### src/pkg/dur_pkg.sv
//----------------------------------------------------------------------
// Purpose: Shared constants and types of the dual serial register set
// Assumes: One clock, registers reached over the parallel host port
// Notes:   Offsets are 4-bit port addresses
//----------------------------------------------------------------------
package dur_pkg;

   //------------------------------------------------------------
   // Port addresses
   //------------------------------------------------------------
   localparam logic [3:0] ADR_MODE_A  = 4'h0; // mode_one / mode_two of A
   localparam logic [3:0] ADR_STAT_A  = 4'h1; // status read, clock select write
   localparam logic [3:0] ADR_CMD_A   = 4'h2;
   localparam logic [3:0] ADR_AUX     = 4'h4; // input change read, aux write
   localparam logic [3:0] ADR_INT     = 4'h5; // int status read, mask write
   localparam logic [3:0] ADR_CT_HI   = 4'h6;
   localparam logic [3:0] ADR_CT_LO   = 4'h7;
   localparam logic [3:0] ADR_MODE_B  = 4'h8;
   localparam logic [3:0] ADR_STAT_B  = 4'h9;
   localparam logic [3:0] ADR_CMD_B   = 4'hA;
   localparam logic [3:0] ADR_VECTOR  = 4'hC;
   localparam logic [3:0] ADR_ROUTE   = 4'hD;
   localparam logic [3:0] ADR_OP_SET  = 4'hE;
   localparam logic [3:0] ADR_OP_CLR  = 4'hF;

   //------------------------------------------------------------
   // Reset values and command codes
   //------------------------------------------------------------
   localparam logic [7:0] RST_ZERO    = 8'h00;
   localparam logic [7:0] RST_VECTOR  = 8'h0F;
   localparam logic [1:0] CMD_ENABLE  = 2'h1;
   localparam logic [1:0] CMD_DISABLE = 2'h2;
   localparam logic [2:0] BASE_BITS   = 3'h5;

   //------------------------------------------------------------
   // Field types
   //------------------------------------------------------------
   typedef enum logic [1:0] {PAR_WITH = 2'h0, PAR_FORCE = 2'h1, PAR_NONE = 2'h2,
                             PAR_MULTI = 2'h3} dur_par_t;
   typedef enum logic [1:0] {CM_NORMAL = 2'h0, CM_ECHO = 2'h1, CM_LOCAL = 2'h2,
                             CM_REMOTE = 2'h3} dur_cmode_t;

   // Decoded channel setup towards the serial datapath
   typedef struct packed {
      logic       rx_rts_ctl;
      logic       rx_int_full;
      logic       block_err;
      dur_par_t   parity_mode;
      logic       parity_odd;
      logic [3:0] data_bits;
      dur_cmode_t chan_mode;
      logic       tx_rts_ctl;
      logic       cts_gate;
      logic [3:0] stop_len;
      logic [3:0] rx_clk_sel;
      logic [3:0] tx_clk_sel;
      logic       tx_enable;
      logic       rx_enable;
      logic       tx_addr_flag;
   } dur_cfg_t;

   // Live conditions from the serial datapath
   typedef struct packed {
      logic rx_break;
      logic framing_err;
      logic parity_err;
      logic overrun_err;
      logic transmitter_empty;
      logic transmit_ready;
      logic fifo_full_flag;
      logic receive_ready;
      logic rx_addr_flag;
      logic break_change;
   } dur_stat_t;

endpackage : dur_pkg

### src/core/dur_chan.sv
//----------------------------------------------------------------------
// Purpose: One channel's mode, clock select, command and status set
// Assumes: Strobes are qualified by chip select; clock enable gates the state register
// Notes:   Mode address steps from mode_one to mode_two after access
//----------------------------------------------------------------------
`timescale 1ns/1ps
module dur_chan
   import dur_pkg::*;
(
   // Clock and reset
   input  wire logic       clk_sys,
   input  wire logic       nrst,
   input  wire logic       clk_en,
   // Register strobes
   input  wire logic       mode_acc,
   input  wire logic       mode_wr,
   input  wire logic       csr_wr,
   input  wire logic       cmd_wr,
   input  wire logic [7:0] wdata,
   // Datapath side
   input  wire dur_stat_t  stat_in,
   output dur_cfg_t        cfg,
   output logic [7:0]      status,
   output logic [7:0]      mode_rdata
);

   typedef enum logic {PTR_ONE, PTR_TWO} dur_ptr_t;

   typedef struct packed {
      logic [7:0] mode_one;
      logic [7:0] mode_two;
      logic [7:0] clock_select;
      logic       tx_en;
      logic       rx_en;
      dur_ptr_t   ptr;
      logic [7:0] status;
   } dur_chan_st_t;

   dur_chan_st_t st, next_st;

   // Character length code to bit count
   function automatic logic [3:0] dur_bits(input logic [1:0] code);
      dur_bits = {1'b0, BASE_BITS} + {2'h0, code};
   endfunction : dur_bits

   // Next state
   always_comb
   begin
      next_st = st;
      if (mode_acc)
      begin
         if (mode_wr && st.ptr == PTR_ONE) next_st.mode_one = wdata;
         if (mode_wr && st.ptr == PTR_TWO) next_st.mode_two = wdata;
         next_st.ptr = PTR_TWO;
      end
      if (csr_wr) next_st.clock_select = wdata;
      if (cmd_wr)
      begin
         unique case (wdata[3:2])
            CMD_ENABLE:  next_st.tx_en = 1'b1;
            CMD_DISABLE: next_st.tx_en = 1'b0;
            default:     next_st.tx_en = st.tx_en;
         endcase
         unique case (wdata[1:0])
            CMD_ENABLE:  next_st.rx_en = 1'b1;
            CMD_DISABLE: next_st.rx_en = 1'b0;
            default:     next_st.rx_en = st.rx_en;
         endcase
      end
      // Status bits, multi-drop flag replaces parity error
      next_st.status = {stat_in.rx_break, stat_in.framing_err,
                        (st.mode_one[4:3] == PAR_MULTI) ? stat_in.rx_addr_flag
                                                        : stat_in.parity_err,
                        stat_in.overrun_err, stat_in.transmitter_empty,
                        stat_in.transmit_ready, stat_in.fifo_full_flag,
                        stat_in.receive_ready};
   end

   // State register
   always_ff @(posedge clk_sys or negedge nrst)
   begin
      if (!nrst) st <= '{mode_one: RST_ZERO, mode_two: RST_ZERO, clock_select: RST_ZERO,
                          tx_en: 1'b0, rx_en: 1'b0, ptr: PTR_ONE, status: RST_ZERO};
      else if (clk_en) st <= next_st;
   end

   // Decoded fields
   assign cfg.rx_rts_ctl   = st.mode_one[7];
   assign cfg.rx_int_full  = st.mode_one[6];
   assign cfg.block_err    = st.mode_one[5];
   assign cfg.parity_mode  = dur_par_t'(st.mode_one[4:3]);
   assign cfg.parity_odd   = st.mode_one[2];
   assign cfg.data_bits    = dur_bits(st.mode_one[1:0]);
   assign cfg.chan_mode    = dur_cmode_t'(st.mode_two[7:6]);
   assign cfg.tx_rts_ctl   = st.mode_two[5];
   assign cfg.cts_gate     = st.mode_two[4];
   assign cfg.stop_len     = st.mode_two[3:0];
   assign cfg.rx_clk_sel   = st.clock_select[7:4];
   assign cfg.tx_clk_sel   = st.clock_select[3:0];
   assign cfg.tx_enable    = st.tx_en;
   assign cfg.rx_enable    = st.rx_en;
   assign cfg.tx_addr_flag = st.mode_one[2];
   assign status           = st.status;
   assign mode_rdata       = (st.ptr == PTR_ONE) ? st.mode_one : st.mode_two;

endmodule : dur_chan

### src/core/dur_route.sv
//----------------------------------------------------------------------
// Purpose: Output pin routing between latch bits and internal signals
// Assumes: All sources synchronous to clk_sys
// Notes:   Pins are registered, one cycle behind their sources
//----------------------------------------------------------------------
`timescale 1ns/1ps
module dur_route
   import dur_pkg::*;
(
   // Clock and reset
   input  wire logic       clk_sys,
   input  wire logic       nrst,
   input  wire logic       clk_en,
   // Sources
   input  wire logic [7:0] latch,
   input  wire logic [7:0] route_cfg,
   input  wire logic [3:0] stat_src,  // tx ready B, A, rx irq B, A
   input  wire logic [5:0] clk_src,   // ct, txb1, rxb1, txa16, txa1, rxa1
   // Pins
   output logic [7:0]      pins
);

   typedef struct packed {
      logic [7:0] pins;
   } dur_route_st_t;

   dur_route_st_t st, next_st;

   // Pin selection
   always_comb
   begin
      next_st = st;
      for (int i = 4; i < 8; i++)
         next_st.pins[i] = route_cfg[i] ? stat_src[i-4] : latch[i];
      unique case (route_cfg[3:2])
         2'h0: next_st.pins[3] = latch[3];
         2'h1: next_st.pins[3] = clk_src[5];
         2'h2: next_st.pins[3] = clk_src[4];
         2'h3: next_st.pins[3] = clk_src[3];
      endcase
      unique case (route_cfg[1:0])
         2'h0: next_st.pins[2] = latch[2];
         2'h1: next_st.pins[2] = clk_src[2];
         2'h2: next_st.pins[2] = clk_src[1];
         2'h3: next_st.pins[2] = clk_src[0];
      endcase
      next_st.pins[1:0] = latch[1:0];
   end

   // Pin register
   always_ff @(posedge clk_sys or negedge nrst)
   begin
      if (!nrst) st <= '{pins: RST_ZERO};
      else if (clk_en) st <= next_st;
   end

   assign pins = st.pins;

endmodule : dur_route

### src/core/dur_top.sv
//----------------------------------------------------------------------
// Purpose: Register set of a two-channel asynchronous serial controller
// Assumes: Host port synchronous to clk_sys, one-cycle read strobes
// Notes:   Serial datapath and counter sit outside and use cfg outputs
//----------------------------------------------------------------------
// Operation
// - Each channel has its own mode, command, clock select, status.
// - Mode one bits 1:0 give 5 to 8 data bits.
// - Mode one bits 4:3 pick parity mode, bit 2 odd or even.
// - Mode one bits 7,6,5: rx RTS, rx irq source, error mode.
// - Mode two bits 7:6 pick normal, echo, local or remote loop.
// - Mode two bit 5 tx RTS control, bit 4 CTS gating.
// - Mode two low nibble sets stop length in sixteenths.
// - Command bits 3:2 tx, 1:0 rx: none, enable, disable; 11 ignored.
// - Route bits 7:4 pick latch bit or ready status per pin.
// - Route bits 3:2 pick latch, counter or clock signals; bits 1:0 pick latch or clock signals.
// - Input change register: change flags high nibble, levels low nibble.
// - Interrupt status holds eight flags in fixed order.
// - Interrupt mask enables each status flag at same position.
// - Counter preload is sixteen bits over high and low bytes.
// - Interrupt vector register holds an eight-bit vector.
// - Reset clears status, mask, latch, routing, int status but bits 6, 2 (live break change); vector 0F.
// - Multi-drop transmit sends mode one bit 2 as address flag.
// - Multi-drop receive shows address flag in status bit 5.
//----------------------------------------------------------------------
`timescale 1ns/1ps
module dur_top
   import dur_pkg::*;
(
   // Clock, reset, enable
   input  wire logic       clk_sys,
   input  wire logic       nrst,
   input  wire logic       clk_en,
   // Host port
   input  wire logic       bus_cs,
   input  wire logic       bus_rd,
   input  wire logic       bus_wr,
   input  wire logic [3:0] bus_addr,
   input  wire logic [7:0] bus_wdata,
   output logic [7:0]      bus_rdata,
   // Channel datapaths
   input  wire dur_stat_t  stat_a,
   input  wire dur_stat_t  stat_b,
   output dur_cfg_t        cfg_a,
   output dur_cfg_t        cfg_b,
   // Counter/timer
   input  wire logic       ct_ready,
   input  wire logic       ct_out,
   output logic [15:0]     ct_preload,
   output logic [7:0]      auxiliary_control,
   // Clocks offered to output pins
   input  wire logic [5:0] clk_src,
   // General purpose ports
   input  wire logic [3:0] in_pins,
   output logic [7:0]      out_pins,
   // Interrupt
   output logic            int_req,
   output logic [7:0]      interrupt_vector
);

   //------------------------------------------------------------
   // State
   //------------------------------------------------------------
   typedef struct packed {
      logic [7:0] output_routing_config;
      logic [7:0] auxiliary_control;
      logic [7:0] interrupt_mask;
      logic [7:0] timer_preload_high;
      logic [7:0] timer_preload_low;
      logic [7:0] interrupt_vector;
      logic [7:0] output_latch;
      logic [3:0] in_prev;
      logic [3:0] in_delta;
      logic       ct_flag;
      logic [7:0] rdata;
   } dur_top_st_t;

   dur_top_st_t st, next_st;

   logic       wr_en;
   logic       rd_en;
   logic [7:0] status_a;
   logic [7:0] status_b;
   logic [7:0] mode_rd_a;
   logic [7:0] mode_rd_b;
   logic [7:0] input_change_status;
   logic [7:0] interrupt_status;
   logic       rx_src_a;
   logic       rx_src_b;

   //------------------------------------------------------------
   // Host strobes
   //------------------------------------------------------------
   // Chip select qualifies both strobes
   assign wr_en = bus_cs & bus_wr;
   assign rd_en = bus_cs & bus_rd;

   //------------------------------------------------------------
   // Channels
   //------------------------------------------------------------
   // Two identical copies, one per channel
   dur_chan u_chan_a (
      .clk_sys    (clk_sys),
      .nrst       (nrst),
      .clk_en     (clk_en),
      .mode_acc   ((wr_en | rd_en) && bus_addr == ADR_MODE_A),
      .mode_wr    (wr_en),
      .csr_wr     (wr_en && bus_addr == ADR_STAT_A),
      .cmd_wr     (wr_en && bus_addr == ADR_CMD_A),
      .wdata      (bus_wdata),
      .stat_in    (stat_a),
      .cfg        (cfg_a),
      .status     (status_a),
      .mode_rdata (mode_rd_a)
   );

   dur_chan u_chan_b (
      .clk_sys    (clk_sys),
      .nrst       (nrst),
      .clk_en     (clk_en),
      .mode_acc   ((wr_en | rd_en) && bus_addr == ADR_MODE_B),
      .mode_wr    (wr_en),
      .csr_wr     (wr_en && bus_addr == ADR_STAT_B),
      .cmd_wr     (wr_en && bus_addr == ADR_CMD_B),
      .wdata      (bus_wdata),
      .stat_in    (stat_b),
      .cfg        (cfg_b),
      .status     (status_b),
      .mode_rdata (mode_rd_b)
   );

   //------------------------------------------------------------
   // Interrupt status
   //------------------------------------------------------------
   // Receive source follows the irq-select bit of mode one
   assign rx_src_a = cfg_a.rx_int_full ? status_a[1] : status_a[0];
   assign rx_src_b = cfg_b.rx_int_full ? status_b[1] : status_b[0];

   // Change flags over present levels
   assign input_change_status = {st.in_delta, st.in_prev};

   // Eight flags, bit 7 down
   assign interrupt_status = {|st.in_delta, stat_b.break_change, rx_src_b,
                              status_b[2], st.ct_flag, stat_a.break_change,
                              rx_src_a, status_a[2]};

   // Level output from the masked flags
   assign int_req = |(interrupt_status & st.interrupt_mask);

   //------------------------------------------------------------
   // Next state
   //------------------------------------------------------------
   always_comb
   begin
      next_st = st;
      // Counter flag and input sample
      next_st.ct_flag = ct_ready;
      next_st.in_prev = in_pins;
      // Change flags clear on read, a new change wins
      if (rd_en && bus_addr == ADR_AUX) next_st.in_delta = 4'h0;
      next_st.in_delta = next_st.in_delta | (in_pins ^ st.in_prev);
      // Register writes
      if (wr_en)
      begin
         unique case (bus_addr)
            ADR_AUX:    next_st.auxiliary_control = bus_wdata;
            ADR_INT:    next_st.interrupt_mask = bus_wdata;
            ADR_CT_HI:  next_st.timer_preload_high = bus_wdata;
            ADR_CT_LO:  next_st.timer_preload_low = bus_wdata;
            ADR_VECTOR: next_st.interrupt_vector = bus_wdata;
            ADR_ROUTE:  next_st.output_routing_config = bus_wdata;
            ADR_OP_SET: next_st.output_latch = st.output_latch | bus_wdata;
            ADR_OP_CLR: next_st.output_latch = st.output_latch & ~bus_wdata;
            default:    next_st.output_latch = st.output_latch;
         endcase
      end
      // Read data, unmapped reads return zero
      if (rd_en)
      begin
         unique case (bus_addr)
            ADR_MODE_A: next_st.rdata = mode_rd_a;
            ADR_STAT_A: next_st.rdata = status_a;
            ADR_AUX:    next_st.rdata = input_change_status;
            ADR_INT:    next_st.rdata = interrupt_status;
            ADR_MODE_B: next_st.rdata = mode_rd_b;
            ADR_STAT_B: next_st.rdata = status_b;
            ADR_VECTOR: next_st.rdata = st.interrupt_vector;
            default:    next_st.rdata = RST_ZERO;
         endcase
      end
   end

   //------------------------------------------------------------
   // State register
   //------------------------------------------------------------
   always_ff @(posedge clk_sys or negedge nrst)
   begin
      if (!nrst)
      begin
         st <= '{output_routing_config: RST_ZERO, auxiliary_control: RST_ZERO,
                 interrupt_mask: RST_ZERO, timer_preload_high: RST_ZERO,
                 timer_preload_low: RST_ZERO, interrupt_vector: RST_VECTOR,
                 output_latch: RST_ZERO, in_prev: 4'h0, in_delta: 4'h0,
                 ct_flag: 1'b0, rdata: RST_ZERO};
      end
      else if (clk_en)
      begin
         st <= next_st;
      end
   end

   //------------------------------------------------------------
   // Output pins
   //------------------------------------------------------------
   // Pins registered, one cycle behind
   dur_route u_route (
      .clk_sys   (clk_sys),
      .nrst      (nrst),
      .clk_en    (clk_en),
      .latch     (st.output_latch),
      .route_cfg (st.output_routing_config),
      .stat_src  ({status_b[2], status_a[2], rx_src_b, rx_src_a}),
      .clk_src   ({ct_out, clk_src[4:0]}),
      .pins      (out_pins)
   );

   // Register views
   assign bus_rdata         = st.rdata;
   assign ct_preload        = {st.timer_preload_high, st.timer_preload_low};
   assign auxiliary_control = st.auxiliary_control;
   assign interrupt_vector  = st.interrupt_vector;
endmodule : dur_top

### config.mk
export PLATFORM = sky130hd
export DESIGN_NAME = dur_top
export DESIGN_NICKNAME = d
export VERILOG_FILES = /design/src/pkg/dur_pkg.sv /design/src/core/dur_chan.sv /design/src/core/dur_route.sv /design/src/core/dur_top.sv
export SDC_FILE = /design/constraint.sdc
export NUM_CORES = 1
export LEC_CHECK = 0
export BUFFER_PORTS_ARGS = -buffer_cell sky130_fd_sc_hd__buf_2
export CAP_MARGIN = 20
export CORE_ASPECT_RATIO = 0.8
export CORE_MARGIN = 1
export CORE_UTILIZATION = 55
export DETAILED_ROUTE_END_ITERATION = 7
export GPL_ROUTABILITY_DRIVEN = 0
export PLACE_DENSITY_LB_ADDON = 0.1
export SLEW_MARGIN = 20
export SYNTH_ARGS = -nofsm -noshare
export SYNTH_HDL_FRONTEND = slang
export SYNTH_SLANG_ARGS = --single-unit
### constraint.sdc
create_clock -name clk_sys -period 1.85 [get_ports clk_sys]
set_input_delay 0.185 -clock clk_sys [delete_from_list [all_inputs] [get_ports clk_sys]]
set_output_delay 0.185 -clock clk_sys [all_outputs]
set_load 0.005 [all_outputs]
==> results of run 1 <==
-- timing repair --
item	4_1_cts	5_1_grt
pin swaps	3	2
endpoints found under the hold margin	37	4
gates resized for setup	1	1
endpoints found under the setup margin	1	2
hold buffers	3	4
setup buffers	1	1
-- cell usage after synthesis (all sizes together), types with 3 or more instances --
cell | n | share of area [%]
inv | 16 | 0.82
buf | 100 | 9.9
o21ai | 22 | 1.5
dfstp | 4 | 1.4
o22ai | 3 | 0.26
mux2i | 39 | 5.3
nand2b | 6 | 0.51
xor2 | 4 | 0.48
a21oi | 14 | 0.95
nand4 | 5 | 0.43
nand3 | 5 | 0.34
nor3 | 5 | 0.72
o211ai | 3 | 0.31
mux2 | 109 | 17
nand2 | 37 | 1.9
or4 | 5 | 0.51
and3 | 3 | 0.26
a31oi | 3 | 0.26
o32ai | 7 | 0.83
nor2b | 3 | 0.26
a22o | 7 | 0.83
ha | 4 | 0.68
nor2 | 20 | 1.1
dfrtp | 147 | 50
clkbuf | 17 | 0.87
-- layer usage --
metal,wire length [µm],up-vias
met2,8612,200
met3,1114,29
met1,8067,2582
li1,-,2277
met4,370,0
met5,0,-
-- critical path: stages (launching register included) --
cell and delay [ns]:
dfrtp_1 0.38, or4_4 0.55, a222oi_1 0.34, nand3_1 0.15, buf_2 0.16
-- per-stage QoR --
step	setup TNS (ns)	util [%]
3_3_place_gp	0	61.10
2_1_floorplan	0	-
3_5_place_dp	0	61.10
6_report	-0.3170	65.86
4_1_cts	-0.3273	65.48
5_1_grt	-0.3682	65.86
-- cell families after synthesis --
kind of cell    after synthesis  synth area share, %
xor+xnor                      4               0.4769
compound gates               72                6.421
mux                         150                22.64
buf+inv                     133                11.63
simple gates                 95                6.643
flops                       151                51.51
fa+ha+maj                     4               0.6813
-- cells in the final DEF (no fill, tap or decap), types with 4 or more instances in the layout --
cell	instances
buf_4	43
xor2_1	4
mux2_2	109
nand3_1	5
dfrtp_1	146
nand2_1	37
ha_1	4
o21ai_0	22
or4_1	4
nand2b_1	6
dlygate4sd3_1	7
clkinv_2	5
inv_1	16
nor2_1	17
clkbuf_16	17
nand4_1	5
o32ai_1	7
buf_2	154
a22o_1	7
a21oi_1	14
clkinvlp_4	5
mux2i_1	39
dfstp_2	4
-- report_power, final --
part           internal (W)  switching (W)  total (W)
clock network       0.00174        0.00132    0.00306
registers           0.00372       0.000338    0.00406
logic              0.000738       0.000628    0.00137
total               0.00620        0.00229    0.00849
-- flip-flops by register name, summed over array words and instances, names as in the netlist, 8 cells and up, named ones only --
name	cells
auxiliary_control	8
bus_rdata	8
ct_preload	16
input_change_status	8
interrupt_vector	8
st	16
u_chan_a.cfg	24
u_chan_a.status	8
u_chan_b.cfg	24
u_chan_b.status	8
u_route.pins	8
-- layout make-up --
cell class                 instances  area, µm²  share of cell area (%)
clock buffer                      20      446.7                   5.232
clock inverter                    12      80.08                  0.9380
inverter                          16      60.06                  0.7035
multi-input combinational        325       2711                   31.76
sequential                       151       3785                   44.34
tap                              175      219.0                   2.565
timing repair buffer             208       1235                   14.47
-- path summary, 6_finish.rpt --
check                                  startpoint                 end  cells past startpoint
min reg2reg                         ct_preload[2]       ct_preload[2]                      2
max                        input_change_status[5]             int_req                      4
min in group asynchronous                    nrst     u_chan_b.cfg[6]                      2
max reg2reg                        u_chan_a.st[8]        bus_rdata[1]                      4
max in group asynchronous                    nrst      u_chan_b.st[8]                      3
min                                     stat_a[2]  u_chan_a.status[0]                      2
==> results.toml, run 1 <==
[detailed_routing]
ant_nets = 0
viasPerCell = 5.610
drc = 0
drt_iter0_drc = 351
wl_per_cell_um = 20.03
vias = 5088
wl_mm = 18.17
drt-pass1-iter-count = 5

[clocking]
cts.sinks = 151
cts_tree = "done"
ctsLongestPathBuffers = 2
numCtsBuffers = 17
cts-root-buf = "clkbuf_16"
path_clk_slew_ns = 0.06
cts-htree-levels = 4
worstSkewPairLatency_ns = 0.41

[sta]
whs_ns = 0.006283
slew_violations = 0
period_share_pct = 117.1
setup_viol = 1
fin_crit_ns = 2.167
tightest_slew_ns = 0.6112
relSlewSlack_pct = 59.25
finalHoldViolCount = 0
setup_ws_ns = -0.3170
clock.fmax_ghz = 0.4615
grt_setup_unrepaired = "true"
clock_skew_ns = 0.009297

[power]
max-vdd-ir-drop_mv = 0.5764
p_leak_nw = 4.321
fin_total_pwr_w = 0.008491
powerDensity_nw_per_um2 = 994.6

[yosys]
synthCells = 609
synth_cell_type_count = 45
synth_async_sr_flop_share_pct = 100.0
yosys_warnings = 0
synth_area_um2 = 7346
synth_edf_count = 0
synth_ff_type = "dfrtp_1"
ys_ff_latch = 151
syn_avg_cell_area_um2 = 12.06
syn_nets = 663
yosysSeqAreaShare_pct = 51.51

[global_routing]
grt_pass1_vias = 5089
grt_pass1_wl_mm = 28.55
top_usage_layer = "met2"
overflow = 0
use_met3_pct = 5.628
met2_usage_pct = 44.34
grt_usage_pct = 27.67
met1_usage_pct = 37.59
grt_max_degree = 47
antenna_found_initial = 0

[placed_design]
dpl.cell_count = 866
post_dp_cell_area_um2 = 7920
io_buffers = 155
pre_cts_ws_ns = 0.05491
dp.final_hpwl_mm = 13.16

[layout]
fin_cells = 907
drive_gt1_share_pct = 48.63
nFillCells = 1034
antenna_cells = 0
nets = 773
areaGrowthSynthToFinish_pct = 16.22
final_cell_area_um2 = 8537

[die]
die-height_um = 105.4
start_util_pct = 56.67
die-area_um2 = 13820
dieWidth_um = 131.2
io_pins = 157
std_cell_rows = 37
core_area_um2 = 12960

[worst_setup_path]
cp-start-kind = "flip-flop"
worstPathArrival_ns = 1.98
crit_path_max_fanout = 2
r2r_setup_slack_ns = 0.11
worstSetupEndpointType = "output pin"
cp.required_ns = 1.66
path_class = "flip-flop to output pin"

[min_path]
hold_class = "primary input to flip-flop"

[outcome]
status = "finished with violations"
violations = "setup timing"

[run]
cap_violations = 0
(Power assumes the default switching activity.)
==> run 2, diff against run 1 <==
==> constraint.sdc (replaced) <==
create_clock -name clk_sys -period 1.85 [get_ports clk_sys]
set_input_delay 0.2775 -clock clk_sys [delete_from_list [all_inputs] [get_ports clk_sys]]
set_output_delay 0.2775 -clock clk_sys [all_outputs]
set_load 0.005 [all_outputs]
==> run 2 against run 1 <==
Net effect: the flow still finishes with violations (setup timing); non-clock buffer count grew 1; sequential power is essentially flat; core utilization grew 0.78 points; worst hold slack gained 0.078 ns; total power grew 5.8%; sequential share of layout area shrank 0.53 points; critical path type unchanged; critical endpoint unchanged; largest cell class unchanged.
==> results.toml, run 2 (same netlist as run 1, synthesis figures left out) <==
[worst_setup_path]
r2r_start = "u_chan_b.st[8]"
critical_path.cell_chain = "or4_4, a222oi_1, nand3_1, buf_2"
crit_family = "simple AND/OR/NAND/NOR gates"
r2r_setup_slack_ns = 0.13
cpPeakStageDelay_ns = 0.55
path_class = "flip-flop to output pin"
cp.required_ns = 1.57
cp-start-kind = "flip-flop"
rr_worst_depth = 4
crit_slowest_cell = "or4_4"
worst-path-buf-inv = 1
worstSetupEndpointType = "output pin"
worstPathArrival_ns = 2.06
r2r_end = "bus_rdata[6]"
crit_path_max_fanout = 2

[clocking]
numCtsBuffers = 17
cts-root-buf = "clkbuf_16"
cts-htree-levels = 4
worstSkewPairLatency_ns = 0.42
path_clk_slew_ns = 0.06
ctsLongestPathBuffers = 2
cts.sinks = 151
cts_tree = "done"

[global_routing]
grt_pass1_wl_mm = 28.70
grt_pass1_vias = 5053
antenna_found_initial = 0
overflow = 0
grt_max_degree = 51
grt_usage_pct = 27.94

[layout]
drive_gt1_share_pct = 49.25
antenna_cells = 0
layout_common_cells = "buf_2, dfrtp_1, mux2_2"
areaGrowthSynthToFinish_pct = 17.59
nets = 774
final_common_cell = "buf_2"

[die]
die-area_um2 = 13820
dieWidth_um = 131.2
io_pins = 157
core_area_um2 = 12960
die-height_um = 105.4
start_util_pct = 56.67
std_cell_rows = 37

[sta]
finalHoldViolCount = 0
period_share_pct = 126.5
tightest_slew_ns = 0.6085
fin_tns_setup_ns = -0.4900
clock_skew_ns = 0.006079
slew_violations = 0
setup_viol = 1
grt_setup_unrepaired = "true"
fin_crit_ns = 2.340
relSlewSlack_pct = 59.43
setup_ws_ns = -0.4900
clock.fmax_ghz = 0.4273

[min_path]
min_path_cells = 2
min_to = "u_chan_b.status[0]"
min_from = "stat_b[2]"
hold_class = "primary input to flip-flop"

[placed_design]
dp.final_hpwl_mm = 13.24
pre_cts_ws_ns = -0.08232
io_buffers = 155

[detailed_routing]
wl_per_cell_um = 19.93
ant_nets = 0
drt-pass1-iter-count = 5
drc = 0
viasPerCell = 5.470
drt_iter0_drc = 301
vias = 4967
wl_mm = 18.10

[power]
powerDensity_nw_per_um2 = 1040
p_leak_nw = 4.386
max-vdd-ir-drop_mv = 1.026

[outcome]
violations = "setup timing"
status = "finished with violations"

[run]
cap_violations = 0
[run 2: cell types whose count changed in the layout (fill, tap and decap cells not counted), sizes merged]
cell,before,now
buf,201,208
dlygate4sd3,7,1
clkbuf,20,24
bufinv,0,3
clkinv,6,3
clkinvlp,5,2
inv,17,16
[run 2: per-layer routing]
layer | global-route usage (%) | part of all wire (%) | vias to the layer above
li1 | - | - | 2290
met4 | 9.328 | 1.7 | 0
met5 | 0 | 0 | -
met3 | 6.349 | 5.7 | 21
met2 | 43.81 | 47 | 153
met1 | 38.51 | 45 | 2503
[run 2: metrics by stage]
| step | cells | util (%) | power, W | cell area (µm²) | hold WS (ns) |
|---|---|---|---|---|---|
| after CTS | 907 | 66.58 | 0.009058 | 8631 | 0.07176 |
| final | 908 | 66.64 | 0.008981 | 8638 | 0.08384 |
| after floorplan | 609 | - | 0.005029 | 7346 | -0.01809 |
| after detailed placement | 874 | 61.76 | 0.005492 | 8005 | 0.2590 |
| after global placement | 874 | 61.76 | 0.005422 | 8005 | 0.2583 |
| after global routing | 908 | 66.64 | 0.009354 | 8638 | 0.07706 |
[run 2: worst max path at each step]
| stage | start | to | slack, ns | cells after the start |
|---|---|---|---|---|
| 2_1_floorplan | bus_addr[1] | u_chan_a.cfg[0] | 0.06 | 5 |
| 3_3_place_gp | input_change_status[4] | int_req | -0.008 | 4 |
| 3_5_place_dp | input_change_status[4] | int_req | -0.08 | 4 |
| 4_1_cts | input_change_status[4] | int_req | -0.52 | 4 |
| 5_1_grt | input_change_status[5] | int_req | -0.54 | 4 |
| 6_report | input_change_status[5] | int_req | -0.49 | 4 |
[run 2: timing repair]
action,4_1_cts,5_1_grt
endpoints found under the setup margin,1,1
buffers inserted,0,1
pin swaps,2,3
gates resized for setup,1,0
hold endpoints to repair,46,0
hold buffers,1,0
[run 2: where the power goes]
group	internal, W	switching, W	leakage (nW)	total, W
clock	0.00226	0.00129	0.296	0.00355
sequential	0.00372	0.000336	1.89	0.00406
combinational	0.000744	0.000634	2.20	0.00138
total	0.00672	0.00226	4.39	0.00898
[run 2: layout make-up]
type                       count  area (µm²)
fill                        1005        4324
sequential                   151        3784
multi-input combinational    325        2711
timing repair buffer         209        1252
clock buffer                  24       491.7
tap                          175       219.0
clock inverter                 8       120.1
inverter                      16       60.06
==> run 3, diff against run 2 <==
--- a/config.mk
+++ b/config.mk
@@ -5,10 +5,10 @@
 export SDC_FILE = /design/constraint.sdc
 export NUM_CORES = 1
 export LEC_CHECK = 0
+export ABC_CLOCK_PERIOD_IN_PS = 1850
 export BUFFER_PORTS_ARGS = -buffer_cell sky130_fd_sc_hd__buf_2
 export CAP_MARGIN = 20
 export CORE_ASPECT_RATIO = 0.8
-export CORE_MARGIN = 1
 export CORE_UTILIZATION = 55
 export DETAILED_ROUTE_END_ITERATION = 7
 export GPL_ROUTABILITY_DRIVEN = 0
@@ -16,4 +16,5 @@
 export SLEW_MARGIN = 20
 export SYNTH_ARGS = -nofsm -noshare
 export SYNTH_HDL_FRONTEND = slang
+export SYNTH_HIERARCHICAL = 1
 export SYNTH_SLANG_ARGS = --single-unit
==> run 3 against run 2 <==
Net effect: the run still ends with setup timing left; sequential share of layout area shrank 1.7 points; first-iteration DRC count grew 4.7%; total power grew 2.4%; global-route usage shrank 0.56 points; synthesized cell count shrank 0.33%; cell count shrank 2.1%; clock skew is essentially flat; critical path depth is the same; sequential cell count is the same; critical endpoint unchanged; largest cell class unchanged.
==> results.toml, run 3 <==
[outcome]
status = "finished with violations"
violations = "setup timing"

[die]
io_pins = 157
dieWidth_um = 134.8
die-area_um2 = 14590
std_cell_rows = 38
core_area_um2 = 13650
die-height_um = 108.3
start_util_pct = 56.88

[yosys]
syn_avg_cell_area_um2 = 12.79
synth_ff_type = "dfrtp_1"
syn_nets = 663
synthSimpleGateAreaFrac_pct = 6.916
synth_edf_count = 0
synth_xor_area_share_pct = 0.4514
synth.area.mux_share_pct = 24.00
synth_cell_type_count = 57
synthCells = 607
synth_area_um2 = 7761
synthAdderAreaFrac_pct = 0.9673
synth_top_family_by_area = "multiplexers"
synth_async_sr_flop_share_pct = 100.0
synth_area_leaders = "dfrtp_1, mux2_2, buf_4"
synth_common_cells = "dfrtp_1, mux2_2, buf_4, mux2i_1, inv_1"
yosysSeqAreaShare_pct = 48.75
ys_ff_latch = 151
synth_compound_area_share_pct = 6.174
yosys.area.top_type_share_pct = 47.40
post-synth-top-count-cell = "dfrtp_1"
yosysTopAreaCell = "dfrtp_1"
yosys_warnings = 6

[clocking]
cts-htree-levels = 4
numCtsBuffers = 17
worstSkewPairLatency_ns = 0.42
path_clk_slew_ns = 0.06
cts_tree = "done"
cts-root-buf = "clkbuf_16"
cts.sinks = 151
ctsLongestPathBuffers = 2

[global_routing]
grt_pass1_vias = 5022
grt_pass1_wl_mm = 28.96
grt_usage_pct = 27.38
grt_max_degree = 62
overflow = 0
antenna_found_initial = 0

[sta]
relSlewSlack_pct = 68.61
whs_ns = 0.08582
tightest_slew_ns = 0.4708
period_share_pct = 123.1
grt_setup_unrepaired = "true"
fin_tns_setup_ns = -0.4538
clock.fmax_ghz = 0.4390
finalHoldViolCount = 0
setup_viol = 2
fin_crit_ns = 2.278
slew_violations = 0
setup_ws_ns = -0.4280
clock_skew_ns = 0.005964

[power]
p_switching_w = 0.002264
p_clk_share_pct = 41.4
max-vdd-ir-drop_mv = 0.7857
p_leak_nw = 4.571
power.share.switching_pct = 24.62
comb_power_share_pct = 15.4
seqPwrFrac_pct = 43.1
powerDensity_nw_per_um2 = 1023
intPower_w = 0.006930

[worst_setup_path]
crit_path_max_fanout = 2
cp.required_ns = 1.57
worstPathArrival_ns = 2.00
path_class = "flip-flop to output pin"
cp-start-kind = "flip-flop"
worstSetupEndpointType = "output pin"

[placed_design]
pre_cts_ws_ns = -0.1411
io_buffers = 155
post_dp_cell_area_um2 = 8242
dp.final_hpwl_mm = 13.29

[detailed_routing]
drt-pass1-iter-count = 4
ant_nets = 0
drc = 0
viasPerCell = 5.651
wl_mm = 18.84
drt_iter0_drc = 315
vias = 5024
wl_per_cell_um = 21.19

[run]
cap_violations = 0

[layout]
drive_gt1_share_pct = 56.56
final_cell_area_um2 = 8987
nFillCells = 1033
utilization_pct = 65.86
antenna_cells = 0
final_common_cell = "buf_2"
nets = 752
layout_common_cells = "buf_2, dfrtp_1, mux2_2"
areaGrowthSynthToFinish_pct = 15.80

[min_path]
hold_class = "primary input to flip-flop"
[run 3: cell count changes in the layout (fill, tap and decap cells not counted), moves of 16 or more]
cell / before / now
nand2_1: 37 / 13
mux2_2: 109 / 125
mux2i_1: 39 / 22
buf_4: 48 / 32
o21ai_0: 22 / 3
[run 3: per-layer routing]
metal / routed length, µm / global-route usage (%)
met3: 1153 / 5.813
met1: 8776 / 38.58
met5: 0 / 0
met4: 440 / 12.04
met2: 8468 / 40.98
[run 3: kinds of logic (layout without fill, tap and decap cells)]
logic type / count (synthesis) / count (layout)
multiplexers: 163 / 163
flip-flops: 151 / 151
buffers and inverters: 145 / 247
AND/OR/NAND/NOR: 77 / 77
AO/OA/AOI/OAI: 61 / 61
adder cells (fa/ha/maj): 6 / 6
XOR/XNOR: 4 / 4
[run 3: per-stage QoR]
step / total power (W) / std cells
after floorplan: 0.004977 / 607
after global placement: 0.005318 / 851
after global routing: 0.009586 / 889
final: 0.009194 / 889
after CTS: 0.009217 / 888
after detailed placement: 0.005369 / 851
[run 3: area by class of cell]
cell class	count	area [µm²]	share of cell area, %
flip-flops and latches	151	3786	42.13
inverters	16	60.06	0.6682
well taps	180	225.2	2.506
repair buffers	199	1226	13.64
clock buffers	21	460.4	5.123
clock inverters	11	196.4	2.186
multi-input cells	311	3033	33.75
[run 3: final timing paths]
kind,slack (ns),startpoint,to,cells after the start
min in group asynchronous,0.29,nrst,u_chan_b/status[3],2
min,0.09,stat_a[6],u_chan_a/status[4],2
max reg2reg,-0.03,u_chan_a/st[8],bus_rdata[2],5
max in group asynchronous,0.94,nrst,u_chan_b/cfg[16],3
min reg2reg,0.49,ct_preload[13],ct_preload[13],1
max,-0.43,input_change_status[6],int_req,4
[run 3: critical path, stage by stage, from the launching register on]
cell and delay, ns:
dfrtp_1 0.38, or4_4 0.54, a222oi_1 0.36, nand3_1 0.15, buf_2 0.15
[run 3: power by group through the flow]
| stage | clock network [W] | registers [W] | logic [W] |
|---|---|---|---|
| 2_1_floorplan | 0 | 0.00392 | 0.00106 |
| 3_3_place_gp | 0 | 0.00401 | 0.00131 |
| 3_5_place_dp | 0 | 0.00403 | 0.00134 |
| 4_1_cts | 0.00386 | 0.00396 | 0.00139 |
| 5_1_grt | 0.00403 | 0.00401 | 0.00155 |
| 6_report | 0.00381 | 0.00396 | 0.00142 |
[run 3: timing repair]
item	4_1_cts	5_1_grt
hold endpoints to repair	22	0
hold buffers	1	0
pin swaps	3	4
setup buffers	5	1
resized for setup	6	14
endpoints found under the setup margin	8	7
